<file path="src/design/rssc_pkg.sv">
// constants, types and decode helpers of the relay search sweep controller
package rssc_pkg;

  // ----------------------------------------------------------------
  // timebase
  // ----------------------------------------------------------------
  localparam int CLK_PERIOD_NS  = 10;
  localparam int TICK_PERIOD_NS = 100_000_000;
  localparam int TICK_CYCLES    = TICK_PERIOD_NS / CLK_PERIOD_NS;

  // ----------------------------------------------------------------
  // register byte offsets
  // ----------------------------------------------------------------
  localparam logic [7:0] OFF_CMD    = 8'h00;
  localparam logic [7:0] OFF_CFG    = 8'h04;
  localparam logic [7:0] OFF_RUNS   = 8'h08;
  localparam logic [7:0] OFF_JUDGE  = 8'h0c;
  localparam logic [7:0] OFF_TWAIT  = 8'h10;
  localparam logic [7:0] OFF_SWT    = 8'h14;
  localparam logic [7:0] OFF_STATUS = 8'h18;
  localparam logic [7:0] OFF_POS    = 8'h1c;

  // ----------------------------------------------------------------
  // field positions
  // ----------------------------------------------------------------
  localparam int CMD_FAULT_BIT  = 0;
  localparam int CMD_NORMAL_BIT = 1;
  localparam int CMD_STOP_BIT   = 2;
  localparam int CFG_CUT_BIT    = 4;

  // ----------------------------------------------------------------
  // limits and reset values (times in tenths of a second)
  // ----------------------------------------------------------------
  localparam logic [3:0]  RUNS_MIN  = 4'h1;
  localparam logic [3:0]  RUNS_MAX  = 4'ha;
  localparam logic [3:0]  RUNS_RST  = 4'h3;
  localparam logic [6:0]  TIME_MIN  = 7'h01;
  localparam logic [6:0]  TIME_MAX  = 7'h64;
  localparam logic [6:0]  JUDGE_RST = 7'h01;
  localparam logic [6:0]  TWAIT_RST = 7'h01;
  localparam logic [13:0] SWT_MIN   = 14'h000a;
  localparam logic [13:0] SWT_MAX   = 14'h2710;
  localparam logic [13:0] SWT_RST   = 14'h0032;
  localparam logic [3:0]  DBL_MAX   = 4'ha;
  localparam int          FRAC_BITS = 10;
  localparam int          POS_W     = 24;

  // ----------------------------------------------------------------
  // modes
  // ----------------------------------------------------------------
  localparam logic [2:0] MODE_PLAIN      = 3'h0;
  localparam logic [2:0] MODE_FAST_LIN   = 3'h1;
  localparam logic [2:0] MODE_FAST_GND   = 3'h2;
  localparam logic [2:0] MODE_FAST_SHORT = 3'h3;
  localparam logic [2:0] MODE_SLOW_LIN   = 3'h4;
  localparam logic [2:0] MODE_SLOW_GND   = 3'h5;
  localparam logic [2:0] MODE_SLOW_SHORT = 3'h6;

  typedef enum logic [1:0] {RSSC_PAT_LINEAR, RSSC_PAT_GROUND, RSSC_PAT_SHORT} rssc_pat_e;
  typedef enum logic [1:0] {RSSC_IDLE, RSSC_RUN, RSSC_JUDGE, RSSC_HOLD} rssc_state_e;

  function automatic logic rssc_is_fast(input logic [2:0] m);
    return (m >= MODE_FAST_LIN) && (m <= MODE_FAST_SHORT);
  endfunction

  function automatic logic rssc_is_slow(input logic [2:0] m);
    return (m >= MODE_SLOW_LIN) && (m <= MODE_SLOW_SHORT);
  endfunction

  function automatic rssc_pat_e rssc_pattern(input logic [2:0] m);
    case (m)
      MODE_FAST_GND, MODE_SLOW_GND:     return RSSC_PAT_GROUND;
      MODE_FAST_SHORT, MODE_SLOW_SHORT: return RSSC_PAT_SHORT;
      default:                          return RSSC_PAT_LINEAR;
    endcase
  endfunction

endpackage

</file>
<file path="src/design/rssc_sync.sv">
// two-stage synchroniser for the trip input
`timescale 1ns/1ps
`default_nettype none
module rssc_sync (
  input  wire logic clk_i,
  input  wire logic rst_i,
  input  wire logic d_i,
  output logic      q_o
);
  typedef struct packed {
    logic meta;
    logic sync;
  } rssc_sync_s;

  rssc_sync_s r_reg;
  rssc_sync_s r_next;

  always_comb begin
    r_next      = r_reg;
    r_next.meta = d_i;
    r_next.sync = r_reg.meta;
  end

  always_ff @(posedge clk_i) begin
    if (rst_i) begin
      r_reg <= '0;
    end else begin
      r_reg <= r_next;
    end
  end

  assign q_o = r_reg.sync;
endmodule
`default_nettype wire

</file>
<file path="src/design/rssc_tick.sv">
// timebase: one-cycle pulse every tick period
`timescale 1ns/1ps
`default_nettype none
module rssc_tick #(
  parameter int TICK_CYCLES = 10
) (
  input  wire logic clk_i,
  input  wire logic rst_i,
  output logic      tick_o
);
  localparam int CW = $clog2(TICK_CYCLES + 1);

  typedef struct packed {
    logic [CW-1:0] cnt;
    logic          tick;
  } rssc_tick_s;

  rssc_tick_s r_reg;
  rssc_tick_s r_next;

  always_comb begin
    r_next      = r_reg;
    r_next.tick = 1'b0;
    if (r_reg.cnt == CW'(TICK_CYCLES - 1)) begin
      r_next.cnt  = '0;
      r_next.tick = 1'b1;
    end else begin
      r_next.cnt = r_reg.cnt + CW'(1);
    end
  end

  always_ff @(posedge clk_i) begin
    if (rst_i) begin
      r_reg <= '0;
    end else begin
      r_reg <= r_next;
    end
  end

  assign tick_o = r_reg.tick;
endmodule
`default_nettype wire

</file>
<file path="src/design/rssc_ctrl.sv">
// relay search sweep controller: wishbone registers and sweep sequencer
`timescale 1ns/1ps
`default_nettype none
// How it works
// - recovery sweep stops when trip goes off
// - fast search: linear, ground, short variants
// - slow search: same three variants
// - run count setting limited one to ten
// - judge time limited 0.1 to 10 s
// - trip wait used in slow search only
// - output cut option at search end
// - fast search suspends when trip changes
// - judge expiry: unchanged reverses, changed continues
// - each resumed run doubles sweep time, up to DBL_MAX doublings
// - fault start shows operate, count one
// - fault start finishes after set fault runs
// - normal start counts normal runs, recovery
// - no point found gives error, ends
// - slow search steps straight to fault
// - slow: after judge, trip on sweeps normal
// - slow resume direction from trip, doubling
// - slow counts fault runs, ends at setting
// - sweep time limited 1 to 1000 s
module rssc_ctrl
  import rssc_pkg::*;
#(
  parameter int TICK_CYCLES_P = TICK_CYCLES
) (
  input  wire logic             clk_i,
  input  wire logic             rst_i,
  input  wire logic             wb_cyc_i,
  input  wire logic             wb_stb_i,
  input  wire logic             wb_we_i,
  input  wire logic [7:0]       wb_adr_i,
  input  wire logic [3:0]       wb_sel_i,
  input  wire logic [31:0]      wb_dat_i,
  output logic      [31:0]      wb_dat_o,
  output logic                  wb_ack_o,
  input  wire logic             trip_i,
  output logic                  out_enable_o,
  output logic      [POS_W-1:0] position_o,
  output logic      [1:0]       pattern_o,
  output logic                  toward_fault_o,
  output logic                  busy_o,
  output logic                  stop_ind_o,
  output logic                  error_ind_o,
  output logic                  operate_point_indication_o,
  output logic                  recover_point_indication_o,
  output logic      [3:0]       run_count_o
);
  // ----------------------------------------------------------------
  // state
  // ----------------------------------------------------------------
  typedef struct packed {
    rssc_state_e      st;
    logic [POS_W-1:0] pos;
    logic [3:0]       dbl;
    logic [6:0]       tmr;
    logic             dir;
    logic             cnt_dir;
    logic             trip_ref;
    logic             trip_susp;
    logic             first;
    logic             counted_done;
    logic [3:0]       run_cnt;
    logic             out_en;
    logic             stop_led;
    logic             err;
    logic             op_ind;
    logic             rec_ind;
    logic [2:0]       mode;
    logic             cut;
    logic [3:0]       runs;
    logic [6:0]       judge;
    logic [6:0]       twait;
    logic [13:0]      swt;
    logic             ack;
    logic [31:0]      dat;
  } rssc_ctrl_s;

  rssc_ctrl_s r_reg;
  rssc_ctrl_s r_next;
  logic       trip_s;
  logic       tick;

  rssc_sync u_sync (
    .clk_i (clk_i),
    .rst_i (rst_i),
    .d_i   (trip_i),
    .q_o   (trip_s)
  );

  rssc_tick #(
    .TICK_CYCLES (TICK_CYCLES_P)
  ) u_tick (
    .clk_i  (clk_i),
    .rst_i  (rst_i),
    .tick_o (tick)
  );

  function automatic logic [15:0] merge16(input logic [15:0] old, input logic [31:0] d,
                                          input logic [3:0] sel);
    return {sel[1] ? d[15:8] : old[15:8], sel[0] ? d[7:0] : old[7:0]};
  endfunction

  // ----------------------------------------------------------------
  // next state
  // ----------------------------------------------------------------
  always_comb begin
    logic             do_wr;
    logic             start_f;
    logic             start_n;
    logic             stop_k;
    logic             fin;
    logic             fail;
    logic             rev;
    logic             ndir;
    logic [15:0]      m;
    logic [POS_W-1:0] full;
    logic [POS_W-1:0] step;
    do_wr   = r_reg.ack & wb_cyc_i & wb_stb_i & wb_we_i;
    start_f = do_wr & (wb_adr_i == OFF_CMD) & wb_sel_i[0] & wb_dat_i[CMD_FAULT_BIT];
    start_n = do_wr & (wb_adr_i == OFF_CMD) & wb_sel_i[0] & wb_dat_i[CMD_NORMAL_BIT]
              & ~wb_dat_i[CMD_FAULT_BIT];
    stop_k  = do_wr & (wb_adr_i == OFF_CMD) & wb_sel_i[0] & wb_dat_i[CMD_STOP_BIT];
    fin     = 1'b0;
    fail    = 1'b0;
    rev     = 1'b0;
    ndir    = r_reg.dir;
    m       = '0;
    full    = {r_reg.swt, 10'h000};
    step    = 24'h000001 << (DBL_MAX - r_reg.dbl);
    r_next  = r_reg;

    // bus slave: ack one cycle after the strobe, dropped the cycle after
    r_next.ack = wb_cyc_i & wb_stb_i & ~r_reg.ack;
    case (wb_adr_i)
      OFF_CFG:    r_next.dat = {27'h0, r_reg.cut, 1'b0, r_reg.mode};
      OFF_RUNS:   r_next.dat = {28'h0, r_reg.runs};
      OFF_JUDGE:  r_next.dat = {25'h0, r_reg.judge};
      OFF_TWAIT:  r_next.dat = {25'h0, r_reg.twait};
      OFF_SWT:    r_next.dat = {18'h0, r_reg.swt};
      OFF_STATUS: r_next.dat = {18'h0, 2'(rssc_pattern(r_reg.mode)), r_reg.run_cnt, 1'b0,
                                r_reg.out_en, r_reg.dir, r_reg.rec_ind, r_reg.op_ind,
                                r_reg.err, r_reg.stop_led, r_reg.st != RSSC_IDLE};
      OFF_POS:    r_next.dat = {8'h0, r_reg.pos};
      default:    r_next.dat = 32'h0;
    endcase
    if (do_wr) begin
      m = merge16({2'b00, r_reg.swt}, wb_dat_i, wb_sel_i);
      case (wb_adr_i)
        OFF_CFG: begin
          if (wb_sel_i[0]) begin
            r_next.mode = (wb_dat_i[2:0] > MODE_SLOW_SHORT) ? MODE_PLAIN : wb_dat_i[2:0];
            r_next.cut  = wb_dat_i[CFG_CUT_BIT];
          end
        end
        OFF_RUNS: begin
          if (wb_sel_i[0]) begin
            r_next.runs = (wb_dat_i[3:0] < RUNS_MIN) ? RUNS_MIN :
                          (wb_dat_i[3:0] > RUNS_MAX) ? RUNS_MAX : wb_dat_i[3:0];
          end
        end
        OFF_JUDGE: begin
          if (wb_sel_i[0]) begin
            r_next.judge = (wb_dat_i[6:0] < TIME_MIN) ? TIME_MIN :
                           (wb_dat_i[6:0] > TIME_MAX) ? TIME_MAX : wb_dat_i[6:0];
          end
        end
        OFF_TWAIT: begin
          if (wb_sel_i[0]) begin
            r_next.twait = (wb_dat_i[6:0] < TIME_MIN) ? TIME_MIN :
                           (wb_dat_i[6:0] > TIME_MAX) ? TIME_MAX : wb_dat_i[6:0];
          end
        end
        OFF_SWT: begin
          r_next.swt = (m[13:0] < SWT_MIN || m[15:14] != 2'b00) ?
                       ((m[15:14] != 2'b00) ? SWT_MAX : SWT_MIN) :
                       (m[13:0] > SWT_MAX) ? SWT_MAX : m[13:0];
        end
        default: ;
      endcase
    end

    // ----------------------------------------------------------------
    // sweep sequencer
    // ----------------------------------------------------------------
    case (r_reg.st)
      RSSC_IDLE: begin
        if (start_f | start_n) begin
          r_next.stop_led     = 1'b0;
          r_next.err          = 1'b0;
          r_next.out_en       = 1'b1;
          r_next.run_cnt      = 4'h1;
          r_next.dbl          = 4'h0;
          r_next.tmr          = 7'h00;
          r_next.counted_done = 1'b0;
          r_next.cnt_dir      = start_f;
          r_next.op_ind       = start_f;
          r_next.rec_ind      = start_n;
          r_next.trip_ref     = trip_s;
          r_next.first        = 1'b0;
          if (rssc_is_slow(r_reg.mode)) begin
            r_next.pos   = full;
            r_next.dir   = 1'b0;
            r_next.first = 1'b1;
            r_next.st    = RSSC_HOLD;
          end else begin
            // fast search starts from the end opposite its direction
            if (rssc_is_fast(r_reg.mode)) begin
              r_next.pos = start_f ? '0 : full;
            end
            r_next.dir = start_f;
            r_next.st  = RSSC_RUN;
          end
        end
      end
      RSSC_RUN: begin
        if (trip_s != r_reg.trip_ref) begin
          if (r_reg.mode == MODE_PLAIN) begin
            fin = 1'b1;
          end else begin
            r_next.st        = RSSC_JUDGE;
            r_next.tmr       = 7'h00;
            r_next.trip_susp = trip_s;
          end
        end else if (r_reg.dir ? (r_reg.pos == full) : (r_reg.pos == '0)) begin
          fin  = 1'b1;
          fail = (r_reg.mode != MODE_PLAIN);
        end else if (tick) begin
          if (r_reg.dir) begin
            r_next.pos = (full - r_reg.pos <= step) ? full : r_reg.pos + step;
          end else begin
            r_next.pos = (r_reg.pos <= step) ? '0 : r_reg.pos - step;
          end
        end
      end
      RSSC_HOLD: begin
        // slow relays get the trip wait to pick up at the fault value
        if (trip_s) begin
          r_next.st        = RSSC_JUDGE;
          r_next.tmr       = 7'h00;
          r_next.trip_susp = 1'b1;
        end else if (tick) begin
          r_next.tmr = r_reg.tmr + 7'h01;
          if (r_reg.tmr + 7'h01 >= r_reg.twait) begin
            fin  = 1'b1;
            fail = 1'b1;
          end
        end
      end
      RSSC_JUDGE: begin
        if (r_reg.tmr >= r_reg.judge) begin
          if (r_reg.first) begin
            r_next.first = 1'b0;
            if (trip_s) begin
              r_next.st       = RSSC_RUN;
              r_next.dir      = 1'b0;
              r_next.trip_ref = 1'b1;
            end else begin
              fin  = 1'b1;
              fail = 1'b1;
            end
          end else begin
            rev  = (trip_s == r_reg.trip_susp);
            ndir = rev ? ~r_reg.dir : r_reg.dir;
            if (rev && (r_reg.dir == r_reg.cnt_dir) && (r_reg.run_cnt >= r_reg.runs)) begin
              fin = 1'b1;
            end else begin
              r_next.st       = RSSC_RUN;
              r_next.dir      = ndir;
              r_next.trip_ref = trip_s;
              r_next.dbl      = (r_reg.dbl == DBL_MAX) ? DBL_MAX : r_reg.dbl + 4'h1;
              if (rev && (r_reg.dir == r_reg.cnt_dir)) begin
                r_next.counted_done = 1'b1;
              end
              if (rev && (ndir == r_reg.cnt_dir) && r_reg.counted_done) begin
                r_next.run_cnt = r_reg.run_cnt + 4'h1;
              end
            end
          end
        end else if (tick) begin
          r_next.tmr = r_reg.tmr + 7'h01;
        end
      end
      default: r_next.st = RSSC_IDLE;
    endcase

    if (stop_k && r_reg.st != RSSC_IDLE) begin
      fin  = 1'b1;
      fail = 1'b0;
    end
    if (fin) begin
      r_next.st       = RSSC_IDLE;
      r_next.stop_led = 1'b1;
      r_next.err      = fail;
      if (r_reg.mode != MODE_PLAIN) begin
        r_next.out_en = ~r_reg.cut;
      end
    end
  end

  always_ff @(posedge clk_i) begin
    if (rst_i) begin
      r_reg        <= '0;
      r_reg.st     <= RSSC_IDLE;
      r_reg.out_en <= 1'b1;
      r_reg.runs   <= RUNS_RST;
      r_reg.judge  <= JUDGE_RST;
      r_reg.twait  <= TWAIT_RST;
      r_reg.swt    <= SWT_RST;
    end else begin
      r_reg <= r_next;
    end
  end

  assign wb_ack_o                   = r_reg.ack;
  assign wb_dat_o                   = r_reg.dat;
  assign out_enable_o               = r_reg.out_en;
  assign position_o                 = r_reg.pos;
  assign pattern_o                  = 2'(rssc_pattern(r_reg.mode));
  assign toward_fault_o             = r_reg.dir;
  assign busy_o                     = (r_reg.st != RSSC_IDLE);
  assign stop_ind_o                 = r_reg.stop_led;
  assign error_ind_o                = r_reg.err;
  assign operate_point_indication_o = r_reg.op_ind;
  assign recover_point_indication_o = r_reg.rec_ind;
  assign run_count_o                = r_reg.run_cnt;
endmodule
`default_nettype wire

</file>
<file path="config.mk">
export PLATFORM = sky130hd
export DESIGN_NAME = rssc_ctrl
export DESIGN_NICKNAME = d
export VERILOG_FILES = /design/src/design/rssc_pkg.sv /design/src/design/rssc_sync.sv /design/src/design/rssc_tick.sv /design/src/design/rssc_ctrl.sv
export SDC_FILE = /design/constraint.sdc
export NUM_CORES = 1
export LEC_CHECK = 0
export ABC_AREA = 1
export ABC_CLOCK_PERIOD_IN_PS = 4330
export CORE_UTILIZATION = 51
export CTS_BUF_LIST = sky130_fd_sc_hd__clkbuf_8 sky130_fd_sc_hd__clkbuf_16
export CTS_CLUSTER_SIZE = 40
export DETAILED_ROUTE_END_ITERATION = 10
export DONT_BUFFER_PORTS = 1
export GPL_TIMING_DRIVEN = 0
export PLACE_DENSITY = 0.67
export SLEW_MARGIN = 25
export SYNTH_ARGS = -nofsm -noshare
export SYNTH_HDL_FRONTEND = slang
export SYNTH_SLANG_ARGS = --single-unit
export TNS_END_PERCENT = 30
</file>
<file path="constraint.sdc">
create_clock -name clk_i -period 4.33 [get_ports clk_i]
set_input_delay 0.6495 -clock clk_i [delete_from_list [all_inputs] [get_ports clk_i]]
set_output_delay 0.6495 -clock clk_i [all_outputs]
set_load 0.005 [all_outputs]
</file>
; Word-level counts from Yosys, hierarchy flattened
; Index checks and enable logic that the tools add are counted.
[classes]
n_reduce_logical = 40
n_bitwise = 16
n_eq_ne = 37
n_addsub = 8
magnitude_cmp = 16
shift = 1
mux = 88
[op_table]
columns = cell, n
row1 = $mux 24, 8
row2 = $pmux 24 s7, 1
row3 = $mux 7, 7
row4 = $le 24x24->1, 2
row5 = $pmux 24 s2, 1
row6 = $sub 24x24->24, 2
row7 = $mux 14, 3
row8 = $mux 40, 1
row9 = $mux 1, 33
row10 = $eq 8x5->1 const B, 4
row11 = $mux 4, 7
row12 = $pmux 7 s4, 1
row13 = $mux 26, 1
row14 = $add 24x1->24 const B, 1
row15 = $add 24x24->24, 1
row16 = $eq 24x24->1, 1
row17 = $eq 24x24->1 const B, 1
row18 = $logic_not 24->1, 1
row19 = $shl 1x4->24 const A, 1
row20 = $ne 2x2->1 const B, 11
row21 = $reduce_and 6->1, 3
row22 = $eq 8x4->1 const B, 2
row23 = $mux 8, 2
row24 = $mux 5, 3
row25 = 53 further kinds, 108
[totals]
reg_bits = 147
out_inout_bits = 70
wordCells = 233

; Depth between registers and ports, before layout
[logic_depth]
depth_word = 12
ltp_mapped = 25
ltp_nobuf = 24

; Modules after synthesis
; A second synthesis with hierarchy kept.
[hier_totals]
cells_unflattened = 1978
hier_area_um2 = 12374.4
[by_module_without_submodules]
columns = mod, cells_each, seq_area_each_um2, instances, area_each_um2
row1 = rssc_ctrl, 1773, 2242.2, 1, 10973.0
row2 = rssc_tick, 199, 500.5, 1, 1346.3
row3 = rssc_sync, 6, 40.0, 1, 55.1

; Worst setup path before layout
; Ideal clock, no wire load.
[synth_path]
path_kind = reg2reg
startpoint = register r_reg[91] (netlist name)
endpoint = register r_reg, in the netlist position_o[22]
period_less_slack_ns = 3.594
required_ns = 4.208
t_arrival_ns = 3.472
slack_ns = 0.736
path_buffers = 1
path_stages_with_launch = 22
setup_ns = 0.122
path_cell_list = dfxtp_1 -> inv_1 -> o21ai_0 -> xor2_1 -> inv_1 -> nor3_1 -> ha_1 -> inv_1 -> fa_1 -> nand3_1 -> nand2_1 -> a21oi_2 -> o21ai_1 -> nand2_1 -> nand2_1 -> nand3_1 -> inv_2 -> buf_2 -> a21oi_1 -> nand2_1 -> nand2_1 -> a21oi_2
[synth_between]
elab_chain_cells = 9
[synth_rtl]
columns = item, line_no
row1 = "start, declared", rssc_ctrl.sv:81  ; rssc_ctrl_s r_reg;
row2 = "start signal, assigned", rssc_ctrl.sv:313  ; r_reg <= r_next;
row3 = $sub 4x4->4 (*), rssc_ctrl.sv:132  ; step = 24'h000001 << (DBL_MAX - r_reg.dbl);
row4 = $shl 1x4->24 (*), rssc_ctrl.sv:132
row5 = $sub 24x24->24 (tied with other cells), rssc_ctrl.sv:234  ; r_next.pos = (r_reg.pos <= step) ? '0 : r_reg.pos - step;
row6 = "$mux 24, on equally long branches", "rssc_ctrl.sv:234, rssc_ctrl.sv:232"
row7 = $mux 24 (*), rssc_ctrl.sv:231  ; if (r_reg.dir) begin
row8 = $mux 24 (*), rssc_ctrl.sv:230  ; end else if (tick) begin
row9 = $mux 24 (*), rssc_ctrl.sv:227  ; end else if (r_reg.dir ? (r_reg.pos == full) : (r_reg.pos == '0)) begin
row10 = $mux 24 (*), rssc_ctrl.sv:219  ; if (trip_s != r_reg.trip_ref) begin
row11 = $pmux 24 s2 (*), rssc_ctrl.sv:188  ; case (r_reg.st)
; Mark *: on every way between the ends. The rest lies on a longest branch, timed or not. The select of a mux whose other input is x is not followed.
; A chain may end at the register's enable or synchronous reset.

; Worst setup path after layout
[layout_path]
startpoint = register r_reg[92] (netlist name)
endpoint = register r_reg, in the netlist position_o[15]
; Same word-level chain as after synthesis.

==> flow_summary.json <==
{
  "crit_arrival_ns": 4.42,
  "wirelength_um": 41100,
  "placed_cell_area_um2": 12600,
  "cts.reportedPaths.clkPinSlew_ns": 0.07,
  "die_x_um": 156,
  "fillers": 2507,
  "power.total_w": 0.00481,
  "cts_tree": "built",
  "grt_overflow": 0,
  "finalWeightedCongestion": 0.981,
  "setup_violations": 0,
  "yosysWarnings": 0,
  "sw_frac_of_total_pct": 41.6,
  "post-route-period-util_pct": 94.8,
  "place_ws_ns": -0.257,
  "drt_first_pass_iters": 5,
  "synth_cell_type_count": 56,
  "coreArea_um2": 23400,
  "synth_seq_cells": 139,
  "multi_input_area_um2": 7670,
  "final_nets": 2109,
  "slew-limit-headroom_pct": 24.8,
  "dp_hpwl_um": 32900,
  "vias_per_cell": 5.55,
  "synth.yosys.seq_area_share_pct": 22.9,
  "min_path_type": "input pin to flop",
  "r2r_cells": 18,
  "required_ns": 4.64,
  "hold_viol_final": 0,
  "async_flop_share_pct": 0,
  "start_util_pct": 51.9,
  "clockBufferDepth": 2,
  "min_to": "u_sync.r_next[0]$_SDFF_PP0_",
  "fin_crit_ns": 4.11,
  "finalWorstSetupSlack_ns": 0.225,
  "hold_path.startpoint": "trip_i",
  "critPathMaxFanout": 9,
  "die_area_um2": 24500,
  "wire_per_inst_um": 17.9,
  "peakVddDrop_mv": 0.265,
  "grt_pass1_wl_um": 62000,
  "switchingPower_w": 0.00200,
  "cp-end-kind": "flop",
  "comb_power_share_pct": 37.7,
  "antennaDiodeCount": 0,
  "worstMarginPinSlew_ns": 1.12,
  "p_leak_nw": 6.24,
  "rsz0062_at_grt": "false",
  "cp-startpoint": "r_reg[92]$_SDFFE_PP0P_",
  "largest_register_ffs": 53,
  "vias": 12800,
  "drc": 0,
  "timing.fmax_mhz": 244,
  "yosys_most_used_dff": "dfxtp_1",
  "seq_area_um2": 2780,
  "r2r-end": "position_o[15]$_SDFFE_PP0P_",
  "grt_max_degree": 17,
  "drt_iter0_markers": 1075,
  "synth.area.top_cells": "dfxtp_1 23%, nand2_1 13%, ha_1 9.2%, inv_1 8.5%, nor2_1 6.1%",
  "drive_above_1_share_pct": 9.69,
  "htreeDepth": 4,
  "status": "finished clean",
  "syn_area_per_cell_um2": 6.26,
  "cts_root_buf": "clkbuf_16",
  "synth_cells": 1943,
  "cts_sinks": 139,
  "finClkSkew_ns": 0.0138,
  "numCtsBuffers": 17,
  "io_buffers": 0,
  "ant_nets": 0,
  "hold_depth": 2,
  "synth-edff-count": 0,
  "synth.top_cell.area_share_pct": 22.9,
  "regToRegSetupSlack_ns": 0.22,
  "rows": 56,
  "fin_area_um2": 13300,
  "ios": 120,
  "powerDensity_nw_per_um2": 363,
  "rr_startpoint": "r_reg[92]$_SDFFE_PP0P_",
  "finalMaxSlewViolations": 0,
  "die_y_um": 156,
  "p_int_w": 0.00281,
  "clk_latency_ns": 0.43,
  "synth_largest_area_cell": "dfxtp_1",
  "grt_pass1_vias": 11400,
  "p_seq_share_pct": 29.0,
  "path_class": "flop to flop",
  "start_kind": "flop",
  "fin_tns_setup_ns": 0,
  "gr-usage-all-layers_pct": 33.5,
  "synth_area_um2": 12200,
  "cap_violations": 0,
  "antenna_found_initial": 0,
  "clkPwrFrac_pct": 33.4,
  "area_growth_pct": 9.05
}
[metrics by stage]
step	std cells	util [%]	hold slack [ns]
finish	2300	56.6	0.320
global placement	2269	53.8	0.389
global route	2300	56.6	0.319
floorplan	1950	-	0.388
CTS	2301	56.4	0.308
detailed placement	2269	53.8	0.395
[critical path: stages, from the launching register on]
cell and delay (ns):
dfxtp_1 0.43, inv_1 0.15, o21ai_0 0.31, xor2_2 0.13
buf_4 0.19, nor3_1 0.40, inv_1 0.17, ha_1 0.43
nor2_1 0.29, nand2_1 0.13, nor4_1 0.47, nand2_1 0.20
nand4_1 0.13, xor2_1 0.23, nand2_1 0.08, nand3_1 0.06
nand2_1 0.06, nand2_1 0.06, a21oi_1 0.06
[routing by layer]
layer	track usage (%)	routed length (um)
met4	13.3	1420
met3	4.62	2460
met2	55.4	18800
met1	43.7	18400
met5	0	0
[placed cells by master (no fill, tap or decap), types with 5 or more instances in the layout]
| master | n |
|---|---|
| a211oi_1 | 10 |
| a21o_1 | 5 |
| a21oi_1 | 139 |
| a21oi_2 | 10 |
| a31oi_1 | 19 |
| buf_2 | 20 |
| buf_4 | 61 |
| clkbuf_1 | 27 |
| clkbuf_16 | 17 |
| conb_1 | 8 |
| dfxtp_1 | 139 |
| ha_1 | 89 |
| inv_1 | 277 |
| inv_2 | 13 |
| inv_6 | 6 |
| nand2_1 | 412 |
| nand2_2 | 13 |
| nand3_1 | 138 |
| nand3b_1 | 5 |
| nand4_1 | 27 |
| nor2_1 | 196 |
| nor2_2 | 8 |
| nor2_4 | 6 |
| nor3_1 | 50 |
| nor3_2 | 11 |
| nor3b_1 | 7 |
| nor4_1 | 5 |
| o211ai_1 | 6 |
| o21a_1 | 7 |
| o21ai_0 | 111 |
| o21ai_1 | 9 |
| o21bai_1 | 6 |
| o22ai_1 | 14 |
| xnor2_1 | 12 |
| xor2_1 | 45 |
[cells in the mapped netlist (all sizes together) (4+ instances only)]
| cell | number |
|---|---|
| ha | 89 |
| or2 | 4 |
| nand2 | 426 |
| nor3 | 62 |
| xor2 | 46 |
| inv | 288 |
| o31ai | 4 |
| a31oi | 19 |
| clkinv | 5 |
| nand3b | 5 |
| o21ai | 122 |
| nand4 | 27 |
| clkbuf | 31 |
| o21a | 7 |
| dfxtp | 139 |
| xnor2 | 12 |
| a221oi | 5 |
| nand3 | 140 |
| o211ai | 6 |
| nor4 | 6 |
| o21bai | 6 |
| a21oi | 150 |
| a21o | 5 |
| buf | 83 |
| o22ai | 14 |
| a211oi | 10 |
| nor2 | 210 |
| nor3b | 7 |
[repair_timing]
| action | in CTS | in global routing |
|---|---|---|
| gates resized for setup | 4 | 9 |
| endpoints found under the hold margin | 0 | 0 |
| pin swaps | 0 | 1 |
| buffers inserted | 0 | 1 |
| hold buffers | 0 | 0 |
| endpoints found under the setup margin | 23 | 24 |
[power groups by stage]
stage / logic (W) / clock network (W) / registers, W
2_1_floorplan: 0.00129 / 0 / 0.00140
3_3_place_gp: 0.00171 / 0 / 0.00142
3_5_place_dp: 0.00173 / 0 / 0.00142
4_1_cts: 0.00175 / 0.00161 / 0.00139
5_1_grt: 0.00202 / 0.00167 / 0.00140
6_report: 0.00181 / 0.00160 / 0.00139
[cell type report]
cell class	count	area share (%)
flip-flops and latches	139	21.0
clock buffers	17	3.21
plain buffers	112	5.14
inverters	293	8.32
well taps	319	3.01
clock inverters	15	1.40
repair buffers	1	0.0566
multi-input cells	1404	57.9
[worst max-delay path by stage]
| stage | to |
|---|---|
| finish | position_o[15]$_SDFFE_PP0P_ |
| global route | position_o[14]$_SDFFE_PP0P_ |
| CTS | position_o[22]$_SDFFE_PP0P_ |
| detailed placement | position_o[22]$_SDFFE_PP0P_ |
| global placement | position_o[22]$_SDFFE_PP0P_ |
| floorplan | position_o[22]$_SDFFE_PP0P_ |
[logic make-up after synthesis]
family,Yosys count,synth area share (%)
compound gates,357,16.7
xor+xnor,58,4.18
fa+ha+maj,91,9.49
buf+inv,407,14.7
flops,139,22.9
other cells,1,0.0309
simple gates,890,32.0
(Power assumes the default switching activity.)
